<file path="config.mk">
export PLATFORM = sky130hd
export DESIGN_NAME = smc_sleep_ctrl
export DESIGN_NICKNAME = d
export VERILOG_FILES = /design/src/design/smc_pkg.sv /design/src/design/smc_sleep_ctrl.sv /design/src/design/smc_sync2.sv /design/src/design/smc_wake_cnt.sv
export VERILOG_INCLUDE_DIRS = /design/src /design/src/design
export SDC_FILE = /design/constraint.sdc
export NUM_CORES = 1
export LEC_CHECK = 0
export BUFFER_PORTS_ARGS = -buffer_cell sky130_fd_sc_hd__buf_2
export CORE_ASPECT_RATIO = 1.2
export CORE_MARGIN = 2
export CORE_UTILIZATION = 46
export DETAILED_ROUTE_END_ITERATION = 8
export PLACE_DENSITY = 0.72
export SYNTH_ARGS = -nofsm -noshare
export SYNTH_HDL_FRONTEND = slang
export SYNTH_SLANG_ARGS = --single-unit
export TNS_END_PERCENT = 20
</file>
<file path="constraint.sdc">
create_clock -name clk_i -period 2.1 [get_ports clk_i]
set_clock_uncertainty 0.1 [all_clocks]
set_input_delay 0.21 -clock clk_i [delete_from_list [all_inputs] [get_ports clk_i]]
set_output_delay 0.21 -clock clk_i [all_outputs]
set_load 0.01 [all_outputs]
</file>
<file path="src/design/smc_params.svh">
// Purpose: constants for the sleep mode controller
// Assumes: 200 MHz system clock
// Notes: mode codes, counter width and wake timing
`ifndef SMC_PARAMS_SVH
`define SMC_PARAMS_SVH
`define SMC_MODE_IDLE 3'h0
`define SMC_MODE_ADCQ 3'h1
`define SMC_MODE_PDOWN 3'h2
`define SMC_MODE_PSAVE 3'h3
`define SMC_MODE_STBY 3'h6
`define SMC_MODE_XSTBY 3'h7
`define SMC_HOLD_CYCLES 8'h04
`define SMC_STBY_CYCLES 8'h06
`define SMC_CNT_W 20
`endif

</file>
<file path="src/design/smc_pkg.sv">
// Purpose: types of the sleep mode controller
// Assumes: nothing
// Notes: clock enables travel as one struct
package smc_pkg;
  typedef enum logic [1:0] {
    SMC_RUN = 2'b00,
    SMC_SLEEP = 2'b01,
    SMC_START = 2'b10,
    SMC_HOLD = 2'b11
  } smc_state_e;
  typedef struct packed {
    logic cpu;
    logic flash;
    logic io;
    logic adc;
    logic async_clk;
    logic main_osc;
    logic timer_osc;
  } smc_clk_en_s;
endpackage

</file>
<file path="src/design/smc_sleep_ctrl.sv">
// Purpose: sleep mode controller: gates clock domains, picks wake sources, holds core
// Assumes: sleep_exec_i is a one-cycle pulse from the core on the same clock
// Notes: reset of any kind clears state; memories keep contents as no clock gate
//   touches their data, only their clocks
`timescale 1ns/1ps
`include "smc_params.svh"
module smc_sleep_ctrl
  import smc_pkg::*;
#(
  parameter int CNT_W = `SMC_CNT_W,
  parameter logic [CNT_W-1:0] HOLD_CYCLES = CNT_W'(`SMC_HOLD_CYCLES),
  parameter logic [CNT_W-1:0] STBY_CYCLES = CNT_W'(`SMC_STBY_CYCLES)
) (
  input wire logic clk_i,
  input wire logic resetn_i,
  input wire logic sleep_exec_i,
  input wire logic sleep_arm_i,
  input wire logic [2:0] sleep_mode_select_i,
  input wire logic [CNT_W-1:0] startup_cycles_i,
  input wire logic ext_crystal_i,
  input wire logic adc_enable_i,
  input wire logic timer2_running_i,
  input wire logic timer2_async_i,
  input wire logic [7:0] ext_irq_lines_i,
  input wire logic [7:0] ext_irq_level_mode_i,
  input wire logic pin_change_i,
  input wire logic twi_match_i,
  input wire logic twi_irq_i,
  input wire logic timer2_irq_i,
  input wire logic spm_ee_ready_irq_i,
  input wire logic adc_done_irq_i,
  input wire logic wdt_irq_i,
  input wire logic other_io_irq_i,
  output smc_clk_en_s clk_en_o,
  output logic cpu_halt_o,
  output logic sleeping_o,
  output logic adc_start_o,
  output logic irq_take_o
);
  ////////////////////////////////////////////////////////////////////////////
  // pin sync
  logic [7:0] ext_s;
  smc_sync2 #(.W(8)) u_sync (
    .clk_i(clk_i),
    .resetn_i(resetn_i),
    .d_i(ext_irq_lines_i),
    .q_o(ext_s)
  );

  // elaboration check: the counter must hold the hold and standby counts
  if (CNT_W < 4) begin : g_cnt_w_chk
    $error("CNT_W too small for the wake hold counts");
  end

  ////////////////////////////////////////////////////////////////////////////
  // state
  smc_state_e state_q;
  logic [2:0] mode_q;
  logic cnt_load;
  logic [CNT_W-1:0] cnt_val;
  logic cnt_done;
  logic wake;
  logic enter;

  // deep modes stop the main oscillator (except power-save with timer2 running synchronously) and need the fuse restart time
  function automatic logic is_deep(input logic [2:0] m);
    is_deep = (m == `SMC_MODE_PDOWN) || (m == `SMC_MODE_PSAVE);
  endfunction

  // standby codes are honoured only with an external crystal; else standby becomes power-down and extended standby power-save
  function automatic logic [2:0] eff_mode(input logic [2:0] m, input logic xtal);
    if ((m == `SMC_MODE_STBY || m == `SMC_MODE_XSTBY) && !xtal) begin
      eff_mode = (m == `SMC_MODE_STBY) ? `SMC_MODE_PDOWN : `SMC_MODE_PSAVE;
    end else begin
      eff_mode = m;
    end
  endfunction

  // reserved codes 100/101 do not sleep at all
  assign enter = sleep_exec_i && sleep_arm_i && (state_q == SMC_RUN) &&
    !(sleep_mode_select_i == 3'h4 || sleep_mode_select_i == 3'h5);

  ////////////////////////////////////////////////////////////////////////////
  // wake source decode per mode
  logic upper_lvl;
  logic lower_any;
  logic async_t2;
  always_comb begin
    upper_lvl = |(ext_s[7:4] & ext_irq_level_mode_i[7:4]);
    lower_any = |ext_s[3:0];
    async_t2 = timer2_running_i && timer2_async_i;
    wake = 1'b0;
    unique case (mode_q)
      `SMC_MODE_IDLE: begin
        wake = |ext_s || pin_change_i || twi_match_i || twi_irq_i || timer2_irq_i ||
          spm_ee_ready_irq_i || adc_done_irq_i || wdt_irq_i || other_io_irq_i;
      end
      `SMC_MODE_ADCQ: begin
        wake = adc_done_irq_i || wdt_irq_i || twi_irq_i || twi_match_i ||
          (timer2_irq_i && async_t2) || spm_ee_ready_irq_i || upper_lvl ||
          lower_any || pin_change_i;
      end
      `SMC_MODE_PDOWN, `SMC_MODE_STBY: begin
        wake = twi_match_i || upper_lvl || lower_any || pin_change_i || wdt_irq_i;
      end
      `SMC_MODE_PSAVE, `SMC_MODE_XSTBY: begin
        wake = twi_match_i || upper_lvl || lower_any || pin_change_i || wdt_irq_i ||
          (timer2_irq_i && timer2_running_i);
      end
      default: wake = 1'b0;
    endcase
  end

  ////////////////////////////////////////////////////////////////////////////
  // wake delay selection: fuse start-up in deep modes, six cycles in standby
  always_comb begin
    cnt_load = 1'b0;
    cnt_val = HOLD_CYCLES;
    if (state_q == SMC_SLEEP && wake) begin
      cnt_load = 1'b1;
      if (is_deep(mode_q)) begin
        cnt_val = startup_cycles_i;
      end else if (mode_q == `SMC_MODE_STBY || mode_q == `SMC_MODE_XSTBY) begin
        cnt_val = STBY_CYCLES;
      end else begin
        cnt_val = '0;
      end
    end else if (state_q == SMC_START && cnt_done) begin
      cnt_load = 1'b1;
      cnt_val = HOLD_CYCLES - CNT_W'(1);
    end
  end

  smc_wake_cnt #(.W(CNT_W)) u_cnt (
    .clk_i(clk_i),
    .resetn_i(resetn_i),
    .load_i(cnt_load),
    .val_i(cnt_val),
    .done_o(cnt_done)
  );

  ////////////////////////////////////////////////////////////////////////////
  // sequencer; a reset drops straight back to run from the reset vector
  always_ff @(posedge clk_i or negedge resetn_i) begin
    if (!resetn_i) begin
      state_q <= SMC_RUN;
    end else begin
      unique case (state_q)
        SMC_RUN: if (enter) state_q <= SMC_SLEEP;
        SMC_SLEEP: if (wake) state_q <= SMC_START;
        SMC_START: if (cnt_done) state_q <= SMC_HOLD;
        SMC_HOLD: if (cnt_done) state_q <= SMC_RUN;
      endcase
    end
  end

  // mode captured at entry so later writes do not disturb the sleep
  always_ff @(posedge clk_i or negedge resetn_i) begin
    if (!resetn_i) begin
      mode_q <= `SMC_MODE_IDLE;
    end else if (enter) begin
      mode_q <= eff_mode(sleep_mode_select_i, ext_crystal_i);
    end
  end

  ////////////////////////////////////////////////////////////////////////////
  // clock enables; only clocks are gated, memory contents stay intact
  always_ff @(posedge clk_i or negedge resetn_i) begin
    if (!resetn_i) begin
      clk_en_o <= '{default: 1'b1};
    end else if (state_q == SMC_SLEEP && !wake) begin
      clk_en_o.cpu <= 1'b0;
      clk_en_o.flash <= 1'b0;
      clk_en_o.io <= (mode_q == `SMC_MODE_IDLE);
      clk_en_o.adc <= (mode_q == `SMC_MODE_IDLE) || (mode_q == `SMC_MODE_ADCQ);
      clk_en_o.async_clk <= async_t2 && (mode_q != `SMC_MODE_PDOWN) &&
        (mode_q != `SMC_MODE_STBY);
      clk_en_o.timer_osc <= async_t2 && (mode_q != `SMC_MODE_PDOWN) &&
        (mode_q != `SMC_MODE_STBY);
      clk_en_o.main_osc <= (mode_q == `SMC_MODE_IDLE) || (mode_q == `SMC_MODE_ADCQ) ||
        (mode_q == `SMC_MODE_STBY) || (mode_q == `SMC_MODE_XSTBY) ||
        ((mode_q == `SMC_MODE_PSAVE) && timer2_running_i && !timer2_async_i);
    end else if (state_q == SMC_START || state_q == SMC_HOLD) begin
      // peripherals and oscillators resume first; core stays off through the hold
      clk_en_o <= '{default: 1'b1};
      clk_en_o.cpu <= (state_q == SMC_HOLD) && cnt_done;
      clk_en_o.flash <= (state_q == SMC_HOLD) && cnt_done;
    end else if (state_q == SMC_RUN && !enter) begin
      clk_en_o <= '{default: 1'b1};
    end else if (enter) begin
      clk_en_o.cpu <= 1'b0;
      clk_en_o.flash <= 1'b0;
    end
  end

  // status outputs and pulses
  always_ff @(posedge clk_i or negedge resetn_i) begin
    if (!resetn_i) begin
      cpu_halt_o <= 1'b0;
      sleeping_o <= 1'b0;
      adc_start_o <= 1'b0;
      irq_take_o <= 1'b0;
    end else begin
      cpu_halt_o <= enter || (state_q != SMC_RUN && !(state_q == SMC_HOLD && cnt_done));
      sleeping_o <= enter || (state_q == SMC_SLEEP && !wake);
      adc_start_o <= enter && adc_enable_i &&
        (sleep_mode_select_i == `SMC_MODE_IDLE || sleep_mode_select_i == `SMC_MODE_ADCQ);
      irq_take_o <= (state_q == SMC_HOLD) && cnt_done;
    end
  end
endmodule // smc_sleep_ctrl

</file>
<file path="src/design/smc_sync2.sv">
// Purpose: two-flop synchroniser for a bus of pin levels
// Assumes: inputs are asynchronous levels
// Notes: first stage is read only by the second
`timescale 1ns/1ps
module smc_sync2 #(
  parameter int W = 8
) (
  input wire logic clk_i,
  input wire logic resetn_i,
  input wire logic [W-1:0] d_i,
  output logic [W-1:0] q_o
);
  logic [W-1:0] s1_q;
  // two stages, reset to zero
  always_ff @(posedge clk_i or negedge resetn_i) begin
    if (!resetn_i) begin
      s1_q <= '0;
      q_o <= '0;
    end else begin
      s1_q <= d_i;
      q_o <= s1_q;
    end
  end
endmodule // smc_sync2

</file>
<file path="src/design/smc_wake_cnt.sv">
// Purpose: wake delay counter
// Assumes: load takes priority over counting
// Notes: done pulses one cycle when the count reaches zero
`timescale 1ns/1ps
`include "smc_params.svh"
module smc_wake_cnt #(
  parameter int W = `SMC_CNT_W
) (
  input wire logic clk_i,
  input wire logic resetn_i,
  input wire logic load_i,
  input wire logic [W-1:0] val_i,
  output logic done_o
);
  logic [W-1:0] cnt_q;
  logic run_q;
  // down counter; a zero load ends after one cycle
  always_ff @(posedge clk_i or negedge resetn_i) begin
    if (!resetn_i) begin
      cnt_q <= '0;
      run_q <= 1'b0;
      done_o <= 1'b0;
    end else if (load_i) begin
      cnt_q <= val_i;
      run_q <= 1'b1;
      done_o <= 1'b0;
    end else if (run_q) begin
      done_o <= (cnt_q <= W'(1));
      run_q <= (cnt_q > W'(1));
      cnt_q <= (cnt_q == '0) ? '0 : cnt_q - W'(1);
    end else begin
      done_o <= 1'b0;
    end
  end
endmodule // smc_wake_cnt

</file>
==> results of run 1 <==
power by group through the flow:
| stage | Sequential, W | Combinational (W) | Clock (W) |
|---|---|---|---|
| after CTS | 0.00156 | 0.00316 | 0.000641 |
| after detailed placement | 0.00158 | 0.00309 | 0 |
| after global placement | 0.00157 | 0.00300 | 0 |
| after floorplan | 0.00159 | 0.00190 | 0 |
| after global routing | 0.00162 | 0.00375 | 0.000668 |
| final | 0.00158 | 0.00340 | 0.000616 |
placed cells by master, fill, tap and decap left out, types with 3 or more instances in the layout:
master,instances
nor4_1,4
mux2i_1,5
ha_1,12
a211oi_1,6
a21oi_1,12
dlygate4sd3_1,11
nand2_1,26
nand3_1,4
nand4_1,7
buf_4,44
nor3_2,3
a221oi_2,7
nand2_2,3
nor3_1,9
dfrtp_1,47
inv_1,21
dfstp_2,5
o21ai_0,10
xnor2_1,4
nor2_1,12
buf_12,4
o21ai_1,16
clkbuf_8,5
buf_2,61
a21oi_2,3
and3_1,9
a22oi_1,8
a2bb2oi_2,3
per-layer routing:
metal / track usage (%) / wire length, um
met1: 26.0 / 3180
met3: 3.22 / 353
met5: 0 / 0
met4: 5.51 / 99
met2: 39.8 / 4200
worst paths after layout:
check	from	to	slack (ns)
max reg2reg	u_sync.q_o[1]	u_cnt.cnt_q[11]	-0.22
max	u_sync.q_o[1]	u_cnt.cnt_q[11]	-0.22
min	startup_cycles_i[19]	u_cnt.cnt_q[19]	0.003
min reg2reg	u_sync.s1_q[4]	u_sync.q_o[4]	0.26
min in group asynchronous	resetn_i	u_cnt.cnt_q[2]	0.25
max in group asynchronous	resetn_i	clk_en_o[2]	0.96
worst reg2reg max path, stage by stage (launching register included):
cell and delay (ns):
dfrtp_1 0.41, nor4_4 0.29, nand4_1 0.23, o311ai_2 0.40
buf_4 0.20, nand4_4 0.10, nor2_4 0.20, clkbuf_16 0.20
a221oi_2 0.07
stage by stage:
| stage | total power (W) | hold slack (ns) | instances | TNS [ns] |
|---|---|---|---|---|
| final | 0.00560 | 0.00338 | 504 | -3.16 |
| after global routing | 0.00604 | 0.0171 | 504 | -6.06 |
| after CTS | 0.00537 | 0.0000300 | 502 | -1.76 |
| after detailed placement | 0.00467 | 0.0755 | 481 | -2.35 |
| after global placement | 0.00456 | 0.0691 | 481 | -0.662 |
| after floorplan | 0.00348 | -0.186 | 300 | 0 |
registers in the layout, indices dropped and copies added, names as in the netlist, 2 cells and up:
signal	cells
clk_en_o	5
mode_q	3
state_q	2
u_cnt.cnt_q	20
u_sync.q_o	8
u_sync.s1_q	8
cell usage after synthesis (4+ instances only):
cell type | count | area (sq um)
dfrtp_1 | 47 | 1180
nand2_1 | 28 | 105
inv_1 | 21 | 78.8
o21ai_1 | 17 | 85.1
a21oi_1 | 15 | 75.1
ha_1 | 12 | 150
nor2_1 | 12 | 45.0
nor3_1 | 11 | 55.1
o21ai_0 | 11 | 55.1
and3_1 | 9 | 56.3
a22oi_1 | 8 | 60.1
a211oi_1 | 7 | 52.6
nand4_1 | 7 | 43.8
a221oi_2 | 5 | 75.1
dfstp_2 | 5 | 131
mux2i_1 | 5 | 50.1
buf_4 | 4 | 30.0
nand3_1 | 4 | 20.0
nor4_1 | 4 | 25.0
xnor2_1 | 4 | 35.0
final cells by class:
type,instances,area (sq um)
Multi-Input combinational cell,216,1640
Tap cell,85,106
Clock inverter,3,26.3
Inverter,21,78.8
Fill cell,497,2280
Timing Repair Buffer,122,862
Sequential cell,52,1310
Clock buffer,5,68.8
cells by family (layout without fill, tap and decap cells):
group,after synthesis,in the layout,share of synthesized area [%]
AOI/OAI and AO/OA,91,91,23.1
xor gates and xnor gates,4,4,1.17
adders and majority gates,12,12,5.02
buffers and inverters,32,151,5.10
DFF,52,52,43.7
muxes,8,8,2.80
and+or+nand+nor,101,101,19.1
repair_timing:
action	4_1_cts	5_1_grt
buffers inserted	2	2
endpoints found under the setup margin	25	30
gates resized for setup	1	21
hold buffers	11	0
pin swaps	5	9
gates cloned	0	1
endpoints found under the hold margin	24	0
==> summary.md, run 1 <==
| Metric | Value |
|---|---|
| Delay-heaviest family, CP | simple AND/OR/NAND/NOR gates |
| Initial DRC Count | 192 |
| CTS Buffer Depth | 2 |
| Register clock-pin slew on the reported worst setup and hold paths | 0.10 ns |
| Routed wire per std cell | 15.6 um |
| First-pass GRT wire length | 12600 um |
| Int Power | 0.00322 W |
| Root buf cell | clkbuf_8 |
| CP Capture Type | flip-flop |
| Worst slew margin | 70.0% |
| Crit-path cells | nor4_4 -> nand4_1 -> o311ai_2 -> buf_4 -> nand4_4 -> nor2_4 -> clkbuf_16 -> a221oi_2 |
| Die W | 77.6 um |
| Failing checks | setup timing |
| RSZ-0062 raised after global routing | yes |
| Stages on worst setup path | 8 |
| Clock power frac | 11.0% |
| Die footprint | 7160 sq um |
| Routability cong. | 0.896 |
| Post-DR vias/cell | 5.56 |
| Worst-path fanout max | 6 |
| Number of synthesized flops with an enable pin | 0 |
| Most used DFF post-synth | dfrtp_1 |
| Clock sink count | 52 |
| Synth Warn # | 0 |
| Diode count | 0 |
| P_sw | 0.00239 W |
| Fraction of layout cells with a size suffix above 1 | 39.6% |
| Area after DPL | 3730 sq um |
| Drc violations | 0 |
| Status | finished with violations |
| Syn_area_per_cell | 9.97 sq um |
| Leakage | 1.89 nW |
| Cell variety after synth | 62 |
| TritonCTS clock tree | done |
| CTS Buf Count | 5 |
| Mapped Nets | 367 |
| FF-to-FF path depth | 8 |
| Pin count of the biggest net entering global routing | 23 |
| # IOs | 66 |
| First drt pass iteration count | 4 |
| Slowest cell on the critical path | dfrtp_1 |
| CP Data Arrival Time | 2.41 ns |
| Final setup vio count | 26 |
| Util after Layout | 64.2% |
| Max Clock Freq | 0.432 GHz |
| Data required time of the critical path | 2.20 ns |
| Hpwl dp | 5620 um |
| DRT antenna net count | 0 |
| Synth Cell Area | 2990 sq um |
| Slew Viols, Final | 0 |
| Crit Path Class | reg -> reg |
| CP bufs+invs | 2 |
| Area delta synth->final | 36.7% |
| Later-pin clock latency in the skew report | 0.31 ns |
| Vias in the first global route | 2787 |
| Peak VDD IR | 0.713 mV |
| Mapped Cells | 300 |
| FFs w/ async S/R, synth | 100% |
| Hold Crit Depth | 3 |
| Core Footprint | 6370 sq um |
| Final hold vios | 0 |
| Setup WS post-layout | -0.215 ns |
| Nets | 485 |
| Synth Register Bits | 52 |
| Grt ovf | 0 |
| Initial Util | 47.0% |
| Port Buffers | 61 |
| Tmin final | 2.32 ns |
| Sw frac | 42.6% |
| Flop pwr share | 28.2% |
| Max-Cap Viols | 0 |
| Total GRT Usage | 21.6% |
| Period utilization | 110% |
| Register area share after synthesis | 43.7% |
| Setup Slack @ Placement | -0.176 ns |
| PwrDens | 1370 nW/um^2 |
| Combinational power share | 60.8% |
| Htree depth | 2 |
| HP Class | in -> reg |
| Setup crit start kind | flip-flop |
| Worst-margin pin slew | 0.450 ns |
| Max incr delay on CP | 0.41 ns |
| Fin area | 4090 sq um |
| Total number of vias | 2802 |
| Die H | 92.3 um |
| Row cnt | 32 |
| Initial antenna violation count | 0 |
| Total Wirelength | 7840 um |
(Power assumes the default switching activity.)
==> run 2, diff against run 1 <==
--- a/config.mk
+++ b/config.mk
@@ -9,8 +9,6 @@
 export BUFFER_PORTS_ARGS = -buffer_cell sky130_fd_sc_hd__buf_2
 export CORE_ASPECT_RATIO = 1.2
-export CORE_MARGIN = 2
-export CORE_UTILIZATION = 46
+export CORE_UTILIZATION = 30
 export DETAILED_ROUTE_END_ITERATION = 8
-export PLACE_DENSITY = 0.72
 export SYNTH_ARGS = -nofsm -noshare
 export SYNTH_HDL_FRONTEND = slang
==> constraint.sdc (replaced) <==
create_clock -name clk_i -period 2.1 [get_ports clk_i]
set_clock_uncertainty 0.1 [all_clocks]
set_input_delay 0.315 -clock clk_i [delete_from_list [all_inputs] [get_ports clk_i]]
set_output_delay 0.315 -clock clk_i [all_outputs]
set_load 0.01 [all_outputs]
==> summary.md, run 2 (same netlist as run 1, synthesis figures left out) <==
| Metric | Value |
|---|---|
| Status | finished with violations |
| Failing checks | setup timing |
| Slowest cell on the critical path | dfrtp_1 |
| Register clock-pin slew on the reported worst setup and hold paths | 0.08 ns (-0.02 ns) |
| Final Power | 0.00614 W (+9.7%) |
| GR peak layer | met2 |
| PwrDens | 1440 nW/um^2 (+5.1%) |
| First drt pass iteration count | 4 (unchanged) |
| Total Wirelength | 8350 um (+6.4%) |
| Max-Cap Viols | 0 (unchanged) |
| Biggest regs | u_cnt.cnt_q (20), u_sync.q_o (8), u_sync.s1_q (8) |
| Die footprint | 10400 sq um (+45%) |
| Most common cell after layout, fill and taps aside | buf_2 |
| Grt met3 use | 3.07% (-0.14 points) |
| HP Class | in -> reg |
| Total GRT Usage | 15.5% (-6.1 points) |
| Fillers | 908 (+83%) |
| Post-route setup TNS | -2.40 ns (+0.760 ns) |
| Peak VDD IR | 0.617 mV (-14%) |
| Post-DR vias/cell | 5.14 (-7.5%) |
| # IOs | 66 (unchanged) |
| Slew Viols, Final | 0 (unchanged) |
| Tmin final | 2.30 ns (-0.0188 ns) |
| Routed wire per std cell | 15.5 um (-0.68%) |
| Leakage | 1.94 nW (+2.6%) |
| Setup WS post-layout | -0.196 ns (+0.0188 ns) |
| CTS Buffer Depth | 2 (unchanged) |
| Most frequent cells in the layout | buf_2 (61), dfrtp_1 (47), buf_4 (47) |
| Period utilization | 109% (-0.90 points) |
| DRT antenna net count | 0 (unchanged) |
| Pin count of the biggest net entering global routing | 25 (+8.7%) |
| Setup Slack @ Placement | -0.283 ns (-0.106 ns) |
| Combinational power share | 59.1% (-1.7 points) |
| Crit-path cells | nor4_4 -> buf_4 -> nand2_1 -> o311ai_4 -> and4_4 -> buf_12 -> buf_8 -> o21ai_1 -> a221oi_2 |
| Root buf cell | clkbuf_16 |
| Worst slew margin | 61.9% (-8.1 points) |
| Sw frac | 41.5% (-1.1 points) |
| Worst-margin pin slew | 0.572 ns (+0.122 ns) |
| RSZ-0062 raised after global routing | yes |
| Non-Filler Instances | 540 (+7.1%) |
| Data required time of the critical path | 2.20 ns (about the same) |
| Top reg by flops | u_cnt.cnt_q |
| Largest register FFs | 20 (unchanged) |
| Total number of vias | 2776 (-0.93%) |
| DP Cell Count | 522 (+8.5%) |
| GR Util met1 | 19.1% (-7.0 points) |
| Grt ovf | 0 (unchanged) |
| Die W | 93.1 um (+20%) |
| TritonCTS clock tree | done |
| Max incr delay on CP | 0.40 ns (about the same) |
| Later-pin clock latency in the skew report | 0.30 ns (about the same) |
| Port Buffers | 61 (unchanged) |
| Initial Util | 31.1% (-16 points) |
| Die H | 111 um (+21%) |
| Area delta synth->final | 42.6% |
| Final setup vio count | 24 (-7.7%) |
| Max Clock Freq | 0.435 GHz (+0.82%) |
| CTS Buf Count | 5 (unchanged) |
| Vias in the first global route | 2773 (-0.50%) |
| Row cnt | 39 (+22%) |
| Setup crit start kind | flip-flop |
| Clock power frac | 14.3% (+3.3 points) |
| Crit Path Class | reg -> reg |
| Htree depth | 2 (unchanged) |
| CP Data Arrival Time | 2.40 ns (about the same) |
| Final hold vios | 0 (unchanged) |
| Flop pwr share | 26.6% (-1.6 points) |
| Clock sink count | 52 (unchanged) |
| Int Power | 0.00360 W (+12%) |
| Met2 usage | 26.9% (-13 points) |
| Worst-path fanout max | 8 (+2) |
| Drc violations | 0 (unchanged) |
| Diode count | 0 (unchanged) |
| P_sw | 0.00255 W (+6.8%) |
| Core Footprint | 9610 sq um (+51%) |
| Initial DRC Count | 113 (-41%) |
| Routability cong. | 0.832 (-7.1%) |
| Nets | 483 (-0.41%) |
| Initial antenna violation count | 0 (unchanged) |
| Fraction of layout cells with a size suffix above 1 | 42.9% (+3.3 points) |
| First-pass GRT wire length | 12900 um (+2.6%) |
| Hpwl dp | 5760 um (+2.4%) |
| CP Capture Type | flip-flop |
## run 2: metal layers
layer	vias to the layer above	wire length [um]	part of all wire (%)
met5	-	0	0
met4	0	157	1.9
met3	15	392	4.7
met2	86	4280	51
met1	1324	3510	42
li1	1351	-	-
## run 2: layout make-up
| type | count | area, sq um | area share (%) |
|---|---|---|---|
| clock buffers | 5 | 125 | 2.93 |
| flip-flops and latches | 52 | 1310 | 30.7 |
| inverters | 21 | 78.8 | 1.85 |
| repair buffers | 120 | 872 | 20.4 |
| well taps | 123 | 154 | 3.61 |
| multi-input cells | 216 | 1690 | 39.7 |
| clock inverters | 3 | 33.8 | 0.792 |
## run 2: final timing paths
kind / startpoint / depth (start not counted) / to / slack [ns]
max: u_sync.q_o[1] / 9 / u_cnt.cnt_q[17] / -0.20
max in group asynchronous: resetn_i / 3 / clk_en_o[6] / 0.77
min reg2reg: u_sync.s1_q[7] / 0 / u_sync.q_o[7] / 0.25
min: ext_irq_lines_i[1] / 1 / u_sync.s1_q[1] / 0.02
max reg2reg: u_sync.q_o[1] / 9 / u_cnt.cnt_q[17] / -0.20
min in group asynchronous: resetn_i / 2 / u_cnt.cnt_q[6] / 0.43
## run 2: timing repair
item,CTS,global route
gates cloned,0,3
hold endpoints to repair,22,0
pin swaps,5,19
endpoints found under the setup margin,24,28
hold buffers,1,0
resized for setup,5,30
setup buffers,1,6
## run 2: per-stage QoR
| stage | instance area [sq um] | hold slack [ns] | utilization, % |
|---|---|---|---|
| floorplan | 2990 | -0.0806 | - |
| global placement | 3800 | 0.231 | 39.5 |
| detailed placement | 3800 | 0.235 | 39.5 |
| CTS | 4010 | 0.0148 | 41.7 |
| global route | 4270 | 0.00587 | 44.4 |
| finish | 4270 | 0.0162 | 44.4 |
## run 2: worst max-delay path, delay by kind of cell (launching register included)
family          cells  cell delay, ns
flops               1            0.40
buf+inv             3            0.39
simple gates        3            0.69
compound gates      3            0.61
## run 2: power by group through the flow
| stage | clock, W | sequential [W] | combinational, W |
|---|---|---|---|
| after floorplan | 0 | 0.00159 | 0.00190 |
| after global placement | 0 | 0.00162 | 0.00299 |
| after detailed placement | 0 | 0.00162 | 0.00307 |
| after CTS | 0.000899 | 0.00161 | 0.00316 |
| after global routing | 0.000942 | 0.00167 | 0.00398 |
| final | 0.000879 | 0.00163 | 0.00363 |
==> run 3, diff against run 2 <==
- CELL_PAD_IN_SITES_DETAIL_PLACEMENT: not set -> 1
- CELL_PAD_IN_SITES_GLOBAL_PLACEMENT: not set -> 1
- PLACE_DENSITY_LB_ADDON: not set -> 0.1
==> summary.md, run 3 (same netlist as run 1, synthesis figures left out) <==
| Metric | Value |
|---|---|
| Hpwl dp | 6480 um (+13%) |
| Total GRT Usage | 19.1% (+3.7 points) |
| Diode count | 0 (unchanged) |
| Data required time of the critical path | 2.23 ns (+0.03 ns) |
| Htree depth | 2 (unchanged) |
| Leakage | 1.98 nW (+2.1%) |
| Worst-margin pin slew | 0.527 ns (-0.0450 ns) |
| Register clock-pin slew on the reported worst setup and hold paths | 0.07 ns (about the same) |
| Routed wire per std cell | 17.2 um (+12%) |
| Area delta synth->final | 45.7% |
| Most frequent cells in the layout | buf_2 (61), buf_4 (48), dfrtp_1 (47) |
| Setup WS post-layout | -0.111 ns (+0.0854 ns) |
| Final hold vios | 0 (unchanged) |
| Max Clock Freq | 0.452 GHz (+3.9%) |
| Later-pin clock latency in the skew report | 0.30 ns (about the same) |
| Crit Path Class | reg -> reg |
| Post-DR vias/cell | 5.19 (+0.99%) |
| Fillers | 1089 (+20%) |
| Max-Cap Viols | 0 (unchanged) |
| Period utilization | 105% (-4.1 points) |
| Tmin final | 2.21 ns (-0.0854 ns) |
| Area after DPL | 3830 sq um (+0.92%) |
| Peak VDD IR | 0.570 mV (-7.6%) |
| RSZ-0062 raised after global routing | yes |
| Core Footprint | 9610 sq um (unchanged) |
| TritonCTS clock tree | done |
| First drt pass iteration count | 4 (unchanged) |
| Initial Util | 31.1% (unchanged) |
| Initial DRC Count | 62 (-45%) |
| DP Cell Count | 525 (+0.57%) |
| Die W | 93.1 um (unchanged) |
| Fin area | 4360 sq um (+2.1%) |
| CP Data Arrival Time | 2.34 ns (-0.06 ns) |
| Fraction of layout cells with a size suffix above 1 | 45.3% (+2.4 points) |
| # IOs | 66 (unchanged) |
| Hold_ws | 0.0239 ns (+0.00761 ns) |
| Total Wirelength | 9340 um (+12%) |
| CTS Buffer Depth | 2 (unchanged) |
| Slew Viols, Final | 0 (unchanged) |
| Most common cell after layout, fill and taps aside | buf_2 |
| Grt ovf | 0 (unchanged) |
| Worst slew margin | 64.9% (+3.0 points) |
| Failing checks | setup timing |
| Util after Layout | 45.3% (+0.95 points) |
| Setup crit start kind | flip-flop |
| Clock sink count | 52 (unchanged) |
| Total number of vias | 2814 (+1.4%) |
| Worst-path fanout max | 4 (-4) |
| Initial antenna violation count | 0 (unchanged) |
| Top reg by flops | u_cnt.cnt_q |
| Vias in the first global route | 3135 (+13%) |
| Row cnt | 39 (unchanged) |
| Largest register FFs | 20 (unchanged) |
| HP Class | in -> reg |
| CP Capture Type | flip-flop |
| Final setup vio count | 18 (-25%) |
| Drc violations | 0 (unchanged) |
| Non-Filler Instances | 542 (+0.37%) |
| Nets | 485 (+0.41%) |
| Root buf cell | clkbuf_16 |
| Pin count of the biggest net entering global routing | 53 (+110%) |
| Die footprint | 10400 sq um (unchanged) |
| PwrDens | 1490 nW/um^2 (+3.4%) |
| Biggest regs | u_cnt.cnt_q (20), u_sync.q_o (8), u_sync.s1_q (8) |
| Port Buffers | 61 (unchanged) |
| First-pass GRT wire length | 15500 um (+20%) |
| CTS Buf Count | 5 (unchanged) |
| Die H | 111 um (unchanged) |
| Routability cong. | 0.772 (-7.2%) |
| Status | finished with violations |
| DRT antenna net count | 0 (unchanged) |
[run 3: changes by cell type in the layout (fill, tap and decap cells not counted), sizes merged]
cell and change:
clkinv -1, clkbuf -2, bufinv +1, clkinvlp +1, inv -1, bufbuf +1, buf +3
[run 3: final cells by class]
| type | count | area, sq um | area share (%) |
|---|---|---|---|
| well taps | 123 | 154 | 3.53 |
| clock buffers | 5 | 125 | 2.87 |
| clock inverters | 3 | 42.5 | 0.976 |
| repair buffers | 122 | 906 | 20.8 |
| flip-flops and latches | 52 | 1310 | 30.0 |
| inverters | 21 | 78.8 | 1.81 |
| multi-input cells | 216 | 1740 | 40.0 |
[run 3: routing by layer]
| metal | vias to the layer above | global-route usage (%) | wire (um) |
|---|---|---|---|
| met5 | - | 0 | 0 |
| met4 | 0 | 6.15 | 188 |
| met3 | 17 | 3.83 | 347 |
| met2 | 64 | 35.2 | 5100 |
| met1 | 1388 | 21.8 | 3710 |
| li1 | 1345 | - | - |
[run 3: repair_timing]
action / 4_1_cts / 5_1_grt
gates resized for setup: 32 / 17
buffers inserted: 4 / 2
endpoints found under the hold margin: 47 / 0
cloned: 3 / 1
endpoints found under the setup margin: 24 / 28
pin swaps: 11 / 11
hold buffers: 1 / 0
[run 3: worst paths after layout]
check | from | to | slack (ns) | depth (start not counted)
hold / removal | ext_irq_lines_i[1] | u_sync.s1_q[1] | 0.02 | 1
max in group asynchronous | resetn_i | clk_en_o[2] | 1.16 | 3
hold reg to reg | u_sync.s1_q[1] | u_sync.q_o[1] | 0.25 | 0
setup / recovery | u_sync.q_o[1] | u_cnt.cnt_q[5] | -0.11 | 8
min in group asynchronous | resetn_i | u_cnt.cnt_q[8] | 0.44 | 3
setup reg to reg | u_sync.q_o[1] | u_cnt.cnt_q[5] | -0.11 | 8
[run 3: power by group]
part / internal, W / switching [W] / total (W)
sequential: 0.00131 / 0.000302 / 0.00162
clock: 0.000561 / 0.000388 / 0.000949
combinational: 0.00197 / 0.00195 / 0.00392
total: 0.00385 / 0.00264 / 0.00649
[run 3: per-stage QoR]
| stage | total power (W) | setup slack [ns] | setup TNS (ns) |
|---|---|---|---|
| 2_1_floorplan | 0.00348 | 0.00911 | 0 |
| 3_3_place_gp | 0.00477 | -0.224 | -3.83 |
| 3_5_place_dp | 0.00484 | -0.288 | -4.85 |
| 4_1_cts | 0.00634 | -0.0970 | -1.37 |
| 5_1_grt | 0.00696 | -0.221 | -4.11 |
| 6_report | 0.00649 | -0.111 | -1.39 |
[run 3: critical path: stages (launching register included)]
cell	delay (ns)
dfrtp_1	0.39
nor4_4	0.28
nand4_1	0.20
o311ai_2	0.35
and4_4	0.35
clkbuf_16	0.17
buf_4	0.11
a22oi_1	0.07
a21oi_2	0.12
